--- src/rtl/exs_pkg.sv ---
// Package of constants for the exception syndrome encoder
package exs_pkg;
   // Exception levels
   localparam logic [1:0] EXS_LVL_APP = 2'h0;
   localparam logic [1:0] EXS_LVL_KERN = 2'h1;
   localparam logic [1:0] EXS_LVL_HYP = 2'h2;
   localparam logic [1:0] EXS_LVL_MON = 2'h3;
   // Exception class codes
   localparam logic [5:0] EXS_EC_RET_TRAP = 6'h1A;
   localparam logic [5:0] EXS_EC_TXN_BEGIN = 6'h1B;
   localparam logic [5:0] EXS_EC_BRANCH_TGT = 6'h0D;
   localparam logic [5:0] EXS_EC_PAUTH_TRAP = 6'h09;
   localparam logic [5:0] EXS_EC_PAUTH_FAIL = 6'h1C;
   localparam logic [5:0] EXS_EC_SYSREG = 6'h18;
   localparam logic [5:0] EXS_EC_IABT_LO = 6'h20;
   localparam logic [5:0] EXS_EC_IABT_CUR = 6'h21;
   localparam logic [5:0] EXS_EC_DABT_LO = 6'h24;
   localparam logic [5:0] EXS_EC_DABT_CUR = 6'h25;
   // Syndrome field positions
   localparam int EXS_EC_LSB = 26;
   localparam int EXS_IL_BIT = 25;
   localparam int EXS_RD_LSB = 5;
   localparam int EXS_EXT_LSB = 32;
   localparam int EXS_EXT_W = 24;
   localparam int EXS_XS_W = 5;
   // System register encoding, op0 op1 crn crm op2 packed
   localparam logic [15:0] EXS_ENC_HYP = 16'hE290;
   localparam logic [15:0] EXS_ENC_KERN = 16'hC290;
   localparam logic [15:0] EXS_ENC_MON = 16'hF290;
   // Redirect offset into nested-virtualization memory area
   localparam logic [11:0] EXS_NESTED_VIRT_MEMORY_AREA_OFS = 12'h138;
   // Abort fault kinds; all but EXS_FLT_OTHER carry the status register number
   localparam logic [1:0] EXS_FLT_OTHER = 2'h0;
   localparam logic [1:0] EXS_FLT_TRANS = 2'h1;
   localparam logic [1:0] EXS_FLT_ACCESS = 2'h2;
   localparam logic [1:0] EXS_FLT_PERM = 2'h3;
   // Event kinds presented to the encoder
   typedef enum logic [7:0] {
      EXS_EV_RET = 8'h01,
      EXS_EV_TXN = 8'h02,
      EXS_EV_BTI = 8'h04,
      EXS_EV_PTRAP = 8'h08,
      EXS_EV_PFAIL = 8'h10,
      EXS_EV_DABT = 8'h20,
      EXS_EV_IABT = 8'h40,
      EXS_EV_NONE = 8'h80
   } exs_event_t;
   // Outcome of a register access
   typedef enum logic [4:0] {
      EXS_AC_OK = 5'h01,
      EXS_AC_UNDEF = 5'h02,
      EXS_AC_TRAP = 5'h04,
      EXS_AC_MEM = 5'h08,
      EXS_AC_IDLE = 5'h10
   } exs_acc_t;
endpackage

--- src/rtl/exs_synd_reg.sv ---
// Single 64-bit syndrome storage word with registered read data
`timescale 1ns/1ps
module exs_synd_reg
(
   // Clock and reset
   input wire logic clk_i,
   input wire logic rst_b_i,
   // Write ports, exception capture wins over software
   input wire logic hw_we_i,
   input wire logic [63:0] hw_data_i,
   input wire logic sw_we_i,
   input wire logic [63:0] sw_data_i,
   // Contents
   output logic [63:0] q_o
);
   logic [63:0] next_q;

   // Capture beats a software write landing in the same cycle
   always_comb
   begin
      next_q = q_o;
      if (sw_we_i)
         next_q = sw_data_i;
      if (hw_we_i)
         next_q = hw_data_i;
   end

   // No reset: contents are kept through a warm reset
   always_ff @(posedge clk_i)
   begin
      q_o <= next_q;
   end
endmodule

--- src/rtl/exs_syndrome.sv ---
// Syndrome encoder and syndrome register access control
`timescale 1ns/1ps
module exs_syndrome
   import exs_pkg::*;
#(
   parameter bit HAS_MONITOR = 1'b1,
   parameter bit HAS_FINE_TRAP = 1'b1
)
(
   // Clock and reset
   input wire logic clk_i,
   input wire logic rst_b_i,
   // Exception event
   input wire logic exc_valid_i,
   input wire exs_event_t exc_kind_i,
   input wire logic [1:0] exc_target_i,
   input wire logic [5:0] exc_class_i,
   input wire logic exc_il_i,
   input wire logic ret_auth_i,
   input wire logic ret_b_key_i,
   input wire logic [4:0] txn_dest_reg_i,
   input wire logic [1:0] branch_kind_state_i,
   input wire logic auth_fail_i,
   input wire logic auth_data_key_i,
   input wire logic auth_b_key_i,
   input wire logic wide_store_i,
   input wire logic [1:0] abort_fault_i,
   input wire logic [4:0] store_status_register_number_i,
   input wire logic monitor_return_i,
   // Control bits
   input wire logic hyp_enabled_i,
   input wire logic nested_virt_bit_i,
   input wire logic nested_virt_kernel_bit_i,
   input wire logic nested_virt_memory_bit_i,
   input wire logic host_extension_bit_i,
   input wire logic vm_read_trap_bit_i,
   input wire logic vm_write_trap_bit_i,
   input wire logic fine_grain_trap_enable_i,
   input wire logic fine_grain_read_trap_i,
   input wire logic fine_grain_write_trap_i,
   // System register access
   input wire logic acc_valid_i,
   input wire logic acc_write_i,
   input wire logic [1:0] acc_level_i,
   input wire logic [15:0] acc_enc_i,
   input wire logic [63:0] acc_wdata_i,
   // Access answer
   output exs_acc_t acc_result_o,
   output logic [63:0] acc_rdata_o,
   output logic [11:0] acc_mem_ofs_o,
   output logic [5:0] acc_trap_class_o,
   // Raised exceptions
   output logic auth_exc_o,
   output logic [63:0] hyp_syndrome_o
);
   logic [63:0] next_synd;
   logic next_synd_ok;
   logic [63:0] kern_q;
   logic [63:0] hyp_q;
   logic [63:0] mon_q;
   logic hit_hyp;
   logic hit_kern;
   logic fine_on;
   exs_acc_t next_result;
   logic [63:0] next_rdata;
   logic [11:0] next_ofs;
   logic [5:0] next_tclass;
   logic next_auth_exc;
   logic kern_sw_we;
   logic hyp_sw_we;
   logic mon_sw_we;
   logic [63:0] next_mon_data;

   // Class and IL into the upper half of the low word
   function automatic logic [63:0] exs_head(input logic [5:0] ec, input logic il);
      logic [63:0] w;
      w = 64'h0;
      w[EXS_EC_LSB +: 6] = ec;
      w[EXS_IL_BIT] = il;
      return w;
   endfunction

   // Syndrome formation per event kind; reserved bits stay zero
   always_comb
   begin
      next_synd = exs_head(exc_class_i, exc_il_i);
      next_synd_ok = exc_valid_i;
      next_auth_exc = exc_valid_i && (exc_kind_i == EXS_EV_PFAIL) && auth_fail_i;
      unique case (exc_kind_i)
         EXS_EV_RET:
         begin
            // Layout unusable without fine traps or nested bit
            next_synd_ok = exc_valid_i && (HAS_FINE_TRAP || nested_virt_bit_i);
            next_synd[1] = ret_auth_i;
            next_synd[0] = ret_auth_i && ret_b_key_i;
         end
         EXS_EV_TXN:
            next_synd[EXS_RD_LSB +: 5] = txn_dest_reg_i;
         EXS_EV_BTI:
            next_synd[1:0] = branch_kind_state_i;
         EXS_EV_PFAIL:
         begin
            next_synd[1] = auth_data_key_i;
            next_synd[0] = auth_b_key_i;
         end
         EXS_EV_DABT:
         begin
            // Only wide-store faults of the listed kinds carry the number
            if (((exc_class_i == EXS_EC_DABT_LO) || (exc_class_i == EXS_EC_DABT_CUR))
                && wide_store_i && (abort_fault_i != EXS_FLT_OTHER))
               next_synd[EXS_EXT_LSB +: EXS_XS_W] = store_status_register_number_i;
         end
         EXS_EV_PTRAP, EXS_EV_IABT: // Trap layout is all reserved zero
            next_synd[EXS_EXT_LSB +: EXS_EXT_W] = 24'h0;
         default:
            next_synd_ok = 1'b0;
      endcase
   end

   // Access decode
   always_comb
   begin
      hit_hyp = (acc_enc_i == EXS_ENC_HYP);
      hit_kern = (acc_enc_i == EXS_ENC_KERN);
      fine_on = HAS_FINE_TRAP && hyp_enabled_i
                && (!HAS_MONITOR || fine_grain_trap_enable_i);
      next_result = acc_valid_i ? EXS_AC_UNDEF : EXS_AC_IDLE;
      next_rdata = 64'h0;
      next_ofs = 12'h0;
      next_tclass = 6'h0;
      kern_sw_we = 1'b0;
      hyp_sw_we = 1'b0;
      mon_sw_we = 1'b0;
      if (acc_valid_i && (acc_level_i == EXS_LVL_APP))
         next_result = EXS_AC_UNDEF;
      else if (acc_valid_i && hit_hyp)
      begin
         if (acc_level_i == EXS_LVL_KERN)
         begin
            if (hyp_enabled_i && nested_virt_memory_bit_i && nested_virt_bit_i)
            begin
               // Nested guest sees its own kernel syndrome
               next_result = EXS_AC_OK;
               next_rdata = kern_q;
               kern_sw_we = acc_write_i;
            end
            else if (hyp_enabled_i && nested_virt_bit_i)
            begin
               next_result = EXS_AC_TRAP;
               next_tclass = EXS_EC_SYSREG;
            end
         end
         else
         begin
            next_result = EXS_AC_OK;
            next_rdata = hyp_q;
            hyp_sw_we = acc_write_i;
         end
      end
      else if (acc_valid_i && hit_kern)
      begin
         next_result = EXS_AC_OK;
         if (acc_level_i == EXS_LVL_KERN)
         begin
            if (hyp_enabled_i && (acc_write_i ? vm_write_trap_bit_i : vm_read_trap_bit_i))
            begin
               next_result = EXS_AC_TRAP;
               next_tclass = EXS_EC_SYSREG;
            end
            else if (fine_on && (acc_write_i ? fine_grain_write_trap_i
                                             : fine_grain_read_trap_i))
            begin
               next_result = EXS_AC_TRAP;
               next_tclass = EXS_EC_SYSREG;
            end
            else if (hyp_enabled_i && nested_virt_memory_bit_i && nested_virt_kernel_bit_i
                     && nested_virt_bit_i)
            begin
               // Memory side completes the transfer outside this block
               next_result = EXS_AC_MEM;
               next_ofs = EXS_NESTED_VIRT_MEMORY_AREA_OFS;
            end
            else
            begin
               next_rdata = kern_q;
               kern_sw_we = acc_write_i;
            end
         end
         else if ((acc_level_i == EXS_LVL_HYP) && host_extension_bit_i)
         begin
            // Alias: no ordering promise between the two names
            next_rdata = hyp_q;
            hyp_sw_we = acc_write_i;
         end
         else
         begin
            next_rdata = kern_q;
            kern_sw_we = acc_write_i;
         end
      end
      else if (acc_valid_i && (acc_enc_i == EXS_ENC_MON))
      begin
         // Monitor register reachable only at monitor level when built
         if (HAS_MONITOR && (acc_level_i == EXS_LVL_MON))
         begin
            next_result = EXS_AC_OK;
            next_rdata = mon_q;
            mon_sw_we = acc_write_i;
         end
      end
      if (acc_write_i)
         next_rdata = 64'h0;
   end

   // Monitor data: top byte forced zero on every path in
   always_comb
   begin
      next_mon_data = next_synd;
      next_mon_data[63:56] = 8'h0;
      // Return from monitor inverts the low 56 bits of the contents
      if (monitor_return_i)
         next_mon_data = {8'h0, ~mon_q[55:0]};
   end

   // Storage words; none take a reset value
   exs_synd_reg u_kern
   (
      .clk_i(clk_i),
      .rst_b_i(rst_b_i),
      .hw_we_i(next_synd_ok && (exc_target_i == EXS_LVL_KERN)),
      .hw_data_i(next_synd),
      .sw_we_i(kern_sw_we),
      .sw_data_i(acc_wdata_i),
      .q_o(kern_q)
   );

   exs_synd_reg u_hyp
   (
      .clk_i(clk_i),
      .rst_b_i(rst_b_i),
      .hw_we_i(next_synd_ok && (exc_target_i == EXS_LVL_HYP)),
      .hw_data_i(next_synd),
      .sw_we_i(hyp_sw_we),
      .sw_data_i(acc_wdata_i),
      .q_o(hyp_q)
   );

   exs_synd_reg u_mon
   (
      .clk_i(clk_i),
      .rst_b_i(rst_b_i),
      .hw_we_i((next_synd_ok && HAS_MONITOR && (exc_target_i == EXS_LVL_MON))
               || monitor_return_i),
      .hw_data_i(next_mon_data),
      .sw_we_i(mon_sw_we),
      .sw_data_i({8'h0, acc_wdata_i[55:0]}),
      .q_o(mon_q)
   );

   // Registered access answer; syndrome words keep no reset
   always_ff @(posedge clk_i)
   begin
      if (!rst_b_i)
      begin
         acc_result_o <= EXS_AC_IDLE;
         acc_rdata_o <= 64'h0;
         acc_mem_ofs_o <= 12'h0;
         acc_trap_class_o <= 6'h0;
         auth_exc_o <= 1'b0;
      end
      else
      begin
         acc_result_o <= next_result;
         acc_rdata_o <= next_rdata;
         acc_mem_ofs_o <= next_ofs;
         acc_trap_class_o <= next_tclass;
         auth_exc_o <= next_auth_exc;
      end
   end

   assign hyp_syndrome_o = hyp_q;
   // Plain return trap leaves bit 0 clear
   ret_key_zero_a: assert property (@(posedge clk_i) disable iff (!rst_b_i)
      (exc_valid_i && exc_kind_i == EXS_EV_RET && !ret_auth_i
       && exc_target_i == EXS_LVL_HYP && nested_virt_bit_i)
      |=> (hyp_q[1:0] == 2'b00)) else $error("return trap key bit set");
   // Auth failure key bits copied
   auth_keys_a: assert property (@(posedge clk_i) disable iff (!rst_b_i)
      (exc_valid_i && exc_kind_i == EXS_EV_PFAIL && exc_target_i == EXS_LVL_HYP)
      |=> (hyp_q[1:0] == {$past(auth_data_key_i), $past(auth_b_key_i)}))
      else $error("auth key bits wrong");
   // Application level never succeeds
   app_undef_a: assert property (@(posedge clk_i) disable iff (!rst_b_i)
      (acc_valid_i && acc_level_i == EXS_LVL_APP) |=> (acc_result_o == EXS_AC_UNDEF))
      else $error("application access not undefined");
   // Read trap answers with class 0x18
   vm_trap_a: assert property (@(posedge clk_i) disable iff (!rst_b_i)
      (acc_valid_i && hit_kern && acc_level_i == EXS_LVL_KERN && hyp_enabled_i
       && !acc_write_i && vm_read_trap_bit_i)
      |=> (acc_result_o == EXS_AC_TRAP && acc_trap_class_o == EXS_EC_SYSREG))
      else $error("read trap missed");
   // Monitor top byte zero
   mon_top_zero_a: assert property (@(posedge clk_i) disable iff (!rst_b_i)
      $past(mon_sw_we) |-> (mon_q[63:56] == 8'h0)) else $error("monitor top byte set");
   // Authentication exception one cycle after failure
   auth_exc_a: assert property (@(posedge clk_i) disable iff (!rst_b_i)
      (exc_valid_i && exc_kind_i == EXS_EV_PFAIL && auth_fail_i) |=> auth_exc_o)
      else $error("auth exception missing");
   // Redirect carries offset
   nv_redirect_a: assert property (@(posedge clk_i) disable iff (!rst_b_i)
      (acc_result_o == EXS_AC_MEM) |-> (acc_mem_ofs_o == EXS_NESTED_VIRT_MEMORY_AREA_OFS))
      else $error("redirect offset wrong");
   // Transaction destination placed
   txn_dest_a: assert property (@(posedge clk_i) disable iff (!rst_b_i)
      (exc_valid_i && exc_kind_i == EXS_EV_TXN && exc_target_i == EXS_LVL_HYP)
      |=> (hyp_q[9:0] == {$past(txn_dest_reg_i), 5'h0})) else $error("dest reg wrong");
endmodule

--- config.mk ---
export PLATFORM = sky130hd
export DESIGN_NAME = exs_syndrome
export DESIGN_NICKNAME = d
export VERILOG_FILES = /design/src/rtl/exs_pkg.sv /design/src/rtl/exs_synd_reg.sv /design/src/rtl/exs_syndrome.sv
export SDC_FILE = /design/constraint.sdc
export NUM_CORES = 1
export LEC_CHECK = 0
export BUFFER_PORTS_ARGS = -buffer_cell sky130_fd_sc_hd__buf_2
export CAP_MARGIN = 40
export CELL_PAD_IN_SITES_DETAIL_PLACEMENT = 1
export CELL_PAD_IN_SITES_GLOBAL_PLACEMENT = 2
export CORE_MARGIN = 1.5
export CORE_UTILIZATION = 33
export CTS_CLUSTER_DIAMETER = 50
export DETAILED_ROUTE_END_ITERATION = 10
export PLACE_DENSITY = 0.86
export SYNTH_ARGS = -nofsm -noshare
export SYNTH_HDL_FRONTEND = slang
export SYNTH_SLANG_ARGS = --single-unit
--- constraint.sdc ---
create_clock -name clk_i -period 3.65 [get_ports clk_i]
set_input_delay 0.73 -clock clk_i [delete_from_list [all_inputs] [get_ports clk_i]]
set_output_delay 0.73 -clock clk_i [all_outputs]
set_load 0.05 [all_outputs]
# After elaboration in Yosys (flattened, before gate mapping)
# Index checks and enable logic that the tools add are counted.
# W data, S select, Z words.
# totals
inputBits,135
latchBits,0
output_inout_bits,152
rom_bits,0
memories,0
word_cells,133
mem_bits_rw,0
reg_bits,280
# op_classes
bitwise_logic,4
multipliers,0
n_addsub,0
n_reduce_logical,32
n_shift,0
magnitude_cmp,0
eq_ne,18
muxes,68
div_mod_pow,0
# op_table
operator,count
$mux W64,13
$mux W37,4
$mux W5,19
$mux W56,1
$not A56 Y56,1
$eq A16 B16 Y1 const B,3
$mux W1,24
$logic_and A1 B1 Y1,21
$mux W4,4
$reduce_or A7 Y1,2
$eq A6 B6 Y1 const B,2
$mux W9,1
$eq A2 B2 Y1 const B,4
$eq A8 B1 Y1 const B,1
$eq A8 B2 Y1 const B,1
$eq A8 B3 Y1 const B,1
$eq A8 B4 Y1 const B,1
$eq A8 B5 Y1 const B,1
$eq A8 B6 Y1 const B,1
$eq A8 B7 Y1 const B,1
$reduce_bool A2 Y1,4
$mux W6,1
$pmux W2 S3,1
$eq A2 B1 Y1 const B,2
other kinds (5),8

# Longest topological paths before layout
# depth
depth_word,12
mapped_depth,8
depth_no_buf,5

# Hierarchy
# Synthesis repeated with hierarchy kept, for this count alone.
# hier_totals
hier_cells,1340
area_unflattened_um2,15292.2
# modules_own_cells
module,instances,area_each_um2,seq_area_each_um2,cells_per_inst
exs_synd_reg,3,2905.3,1921.8,136
exs_syndrome,1,6576.3,1421.4,932

# Worst setup path before layout
# OpenSTA, ideal clock, no wires.
# synth_timing
kind,input port to flip-flop
start,input port exc_kind_i[1]
end,"register u_mon.q_o[0], enable pin"
path_stages,5
arrival_ns,2.989
setup_slack_ns,0.248
setup_ns,0.413
t_required_ns,3.237
path_buffers,1
path_cell_list,or4_4 -> nor3_1 -> a22o_1 -> buf_2 -> a211o_1
# synth_between
elab_chain_cells,6
word_cells_on_any_way,12
classes_between,7 x eq/ne; 1 x mux; 4 x reduce/logical
# synth_lines
element,line_no,rtl
start: declaration,exs_syndrome.sv:15,"input wire exs_event_t exc_kind_i,"
$eq A8 B5 Y1 (tied with other cells),exs_syndrome.sv:89,unique case (exc_kind_i)
$reduce_or A7 Y1 (no source line) (*),-,
$mux W1 (*),exs_syndrome.sv:89,
$logic_and A1 B1 Y1 (*),exs_syndrome.sv:252,.hw_we_i((next_synd_ok && HAS_MONITOR && (exc_target_i == EXS_LVL_MON))
$logic_or A1 B1 Y1 (*),exs_syndrome.sv:253,"|| monitor_return_i),"
$reduce_bool A2 Y1 (no source line) (*),-,
end signal: assignment,exs_synd_reg.sv:31,q_o <= next_q;
end: declaration,exs_synd_reg.sv:14,output logic [63:0] q_o
# Mark *: on every way between the ends. The rest lies on a longest branch, timed or not.
# A chain may end at the register's enable or synchronous reset.

# Final worst setup path
# layout_timing
start,input port exc_kind_i[0]
end,"register u_kern.q_o[5], enable pin"
# layout_between
elab_chain_cells,5
word_cells_on_any_way,11
classes_between,7 x eq/ne; 1 x mux; 3 x reduce/logical
# layout_lines
element,line_no,rtl
$eq A8 B5 Y1 (tied with other cells),exs_syndrome.sv:89,
$reduce_or A7 Y1 (no source line) (*),-,
$mux W1 (*),exs_syndrome.sv:89,
$logic_and A1 B1 Y1 (*),exs_syndrome.sv:230,".hw_we_i(next_synd_ok && (exc_target_i == EXS_LVL_KERN)),"
$reduce_bool A2 Y1 (no source line) (*),-,
end signal: assignment,exs_synd_reg.sv:31,
end: declaration,exs_synd_reg.sv:14,
# Marked as above.

==> results.sh <==
export IMPL_startpoint="exc_kind_i[0]"
export IMPL_period_share=0.727
export IMPL_pwr_density_cell_nw_per_um2=474
export IMPL_die_h_um=187
export IMPL_ys_flop_type="dfxtp_1"
export IMPL_rsz0062_at_grt="no"
export IMPL_finalCriticalPeriod_ns=2.65
export IMPL_crit_slowest_cell="nor4b_1"
export IMPL_finalSetupTns_ns=0
export IMPL_yosys_warnings=0
export IMPL_grt_max_degree=63
export IMPL_crit_chain="buf_2, nor4b_1, a221oi_2, o32ai_4, nand2_2, nand2_1, buf_4"
export IMPL_leakage_nw=5.34
export IMPL_postRouteWirelength_um=38400
export IMPL_peakVddDrop_v=0.000255
export IMPL_final_cell_mix="buf_2, dfxtp_1, o21ai_0"
export IMPL_portBuffers=274
export IMPL_slew_viol_final=0
export IMPL_clock_path_buffers=3
export IMPL_first_pass_iters=5
export IMPL_arrival_ns=2.85
export IMPL_reg2reg_slack_ns=2.68
export IMPL_area_growth_pct=24.8
export IMPL_clock_latency_ns=0.50
export IMPL_drv_cap=0
export IMPL_grt_antenna_before_repair=3
export IMPL_grt_pass1_vias=10200
export IMPL_status="finished, final reports clean"
export IMPL_grt_remaining_overflow=0
export IMPL_drt_initial_drc_count=638
export IMPL_cp_start_kind="input port"
export IMPL_slew_headroom=0.407
export IMPL_cts_hold_buf=0
export IMPL_synth_area_per_cell_um2=10.1
export IMPL_max_freq_mhz=377
export IMPL_worst_pin_slew_ns=0.886
export IMPL_synth_cell_types=68
export IMPL_placementRows=67
export IMPL_hold_path_class="reg -> reg"
export IMPL_post_drt_wl_per_cell_um=21.2
export IMPL_numCtsBuffers=34
export IMPL_fin_skew_ns=0.0127
export IMPL_crit_path_max_fanout=12
export IMPL_coreArea_um2=33400
export IMPL_vias=9997
export IMPL_netlist_area_um2=11200
export IMPL_crit_family="simple AND/OR/NAND/NOR gates"
export IMPL_cp_slowest_stage_delay_ns=0.47
export IMPL_synth_seq_cells=255
export IMPL_final_common_cell="buf_2"
export IMPL_root_buffer="clkbuf_16"
export IMPL_grt_pass1_wl_um=59400
export IMPL_critPathRequiredTime_ns=3.84
export IMPL_drc=0
export IMPL_postCtsSetupBuffers=0
export IMPL_hold_slack_ns=0.454
export IMPL_start_util=0.334
export IMPL_place_gp_congestion=0.823
export IMPL_dp_hpwl_um=25200
export IMPL_path_depth=7
export IMPL_cp_endpoint="u_kern.q_o[5]"
export IMPL_final_hold_viol_count=0
export IMPL_die_x_um=187
export IMPL_cts_sinks=255
export IMPL_nets=1473
export IMPL_drtAntennaViolNets=0
export IMPL_n_fill_cell=3783
export IMPL_syn_inst=1108
export IMPL_synth_edff_count=94
export IMPL_setup_viol=0
export IMPL_drive_gt1_frac=0.291
export IMPL_fp_dieArea_um2=35000
export IMPL_endpoint_kind="flop"
export IMPL_async_reset_ff_frac=0
export IMPL_cts_resized=0
export IMPL_r2r_end="acc_rdata_o[1]"
export IMPL_ys_seq_area_frac=0.541
export IMPL_clkTransAtPathRegs_ns=0.06
export IMPL_reg2reg_depth=2
export IMPL_crit_reg2reg_launch="u_hyp.q_o[1]"
export IMPL_viasPerCell=5.52
export IMPL_track_usage=0.215
export IMPL_cts_htree_levels=2
export IMPL_setup_worst_path_class="in -> reg"
export IMPL_io_pins=287
export IMPL_cts_tree="yes"
export IMPL_crit_buf_inv=2
where the power goes:
part           internal (mW)  total, mW  switching (mW)
Clock                   1.87       3.18            1.30
Sequential              3.00       3.03          0.0270
Combinational          0.122      0.411           0.289
Total                   5.00       6.62            1.62
routing by layer:
layer  wire length, um  vias to the layer above  track usage
met1             16600                     4952        0.282
met2             18500                      339        0.357
met5                20                        -            0
li1                  -                     4650            -
met3              2650                       52       0.0473
met4               663                        4       0.0558
cell usage after synthesis (all sizes together) (3+ instances only):
master / instances / area [um^2]
nor2b: 5 / 31.3
nor2: 61 / 245
inv: 13 / 48.8
a211o: 3 / 26.3
nor3: 17 / 135
or2: 4 / 27.5
a21oi: 60 / 300
o31ai: 9 / 67.6
nor4: 4 / 31.3
o221a: 9 / 101
o211ai: 6 / 45.0
a32oi: 56 / 490
nor4b: 5 / 43.8
a31oi: 3 / 18.8
and4: 3 / 26.3
a22oi: 6 / 50.1
dfxtp: 161 / 3220
mux2i: 50 / 500
a221oi: 6 / 58.8
o21ai: 123 / 616
buf: 61 / 382
edfxtp: 94 / 2820
a22o: 12 / 105
clkbuf: 55 / 206
a32o: 10 / 100
o22ai: 30 / 188
a211oi: 3 / 22.5
and3: 3 / 18.8
nand3: 33 / 165
nand2b: 3 / 18.8
nand2: 123 / 464
nand4: 47 / 294
how the worst min path moves through the flow:
stage                               from         endpoint  cells past startpoint
after floorplan           u_kern.q_o[10]  acc_rdata_o[10]                      2
after global placement    u_kern.q_o[20]  acc_rdata_o[20]                      2
after detailed placement  u_kern.q_o[11]  acc_rdata_o[11]                      2
after CTS                    auth_fail_i       auth_exc_o                      3
after global routing         auth_fail_i       auth_exc_o                      3
final                     u_kern.q_o[11]  acc_rdata_o[11]                      2
stage by stage:
step                      power [mW]  setup WS [ns]  cells  instance area (um^2)  utilization
after floorplan                 3.30          0.248   1119                 11200            -
after global placement          3.48          0.564   1749                 12900        0.385
after detailed placement        3.50          0.502   1750                 12900        0.385
after CTS                       6.68           1.03   1811                 13900        0.417
after global routing            6.85          0.825   1812                 14000        0.417
final                           6.62          0.997   1812                 14000        0.417
state kept, by name (all words and copies together), names as in the netlist:
signal	count
auth_exc_o	1
u_kern.q_o	64
acc_rdata_o	64
u_hyp.q_o	64
acc_trap_class_o	1
u_mon.q_o	56
acc_mem_ofs_o	1
acc_result_o	4
layout make-up:
cell class,count,area [um^2],share of cell area
flip-flops and latches,255,6050,0.433
multi-input cells,735,4600,0.330
repair buffers,299,1620,0.116
clock buffers,42,912,0.0654
well taps,448,561,0.0402
clock inverters,19,155,0.0111
inverters,13,48.8,0.00350
diodes,1,2.50,0.000179
logic make-up after synthesis:
| family | synth area share |
|---|---|
| AO/OA/AOI/OAI | 0.210 |
| XOR/XNOR | 0.00157 |
| buffers and inverters | 0.0570 |
| flip-flops | 0.541 |
| multiplexers | 0.0448 |
| other | 0.000335 |
| AND/OR/NAND/NOR | 0.146 |
worst reg2reg max path: cells and delay by family, from the launching register on:
kind | cells | cell delay, ns
DFF | 1 | 0.44
AOI/OAI and AO/OA | 2 | 0.36
Power figures use the tool's default switching activity.
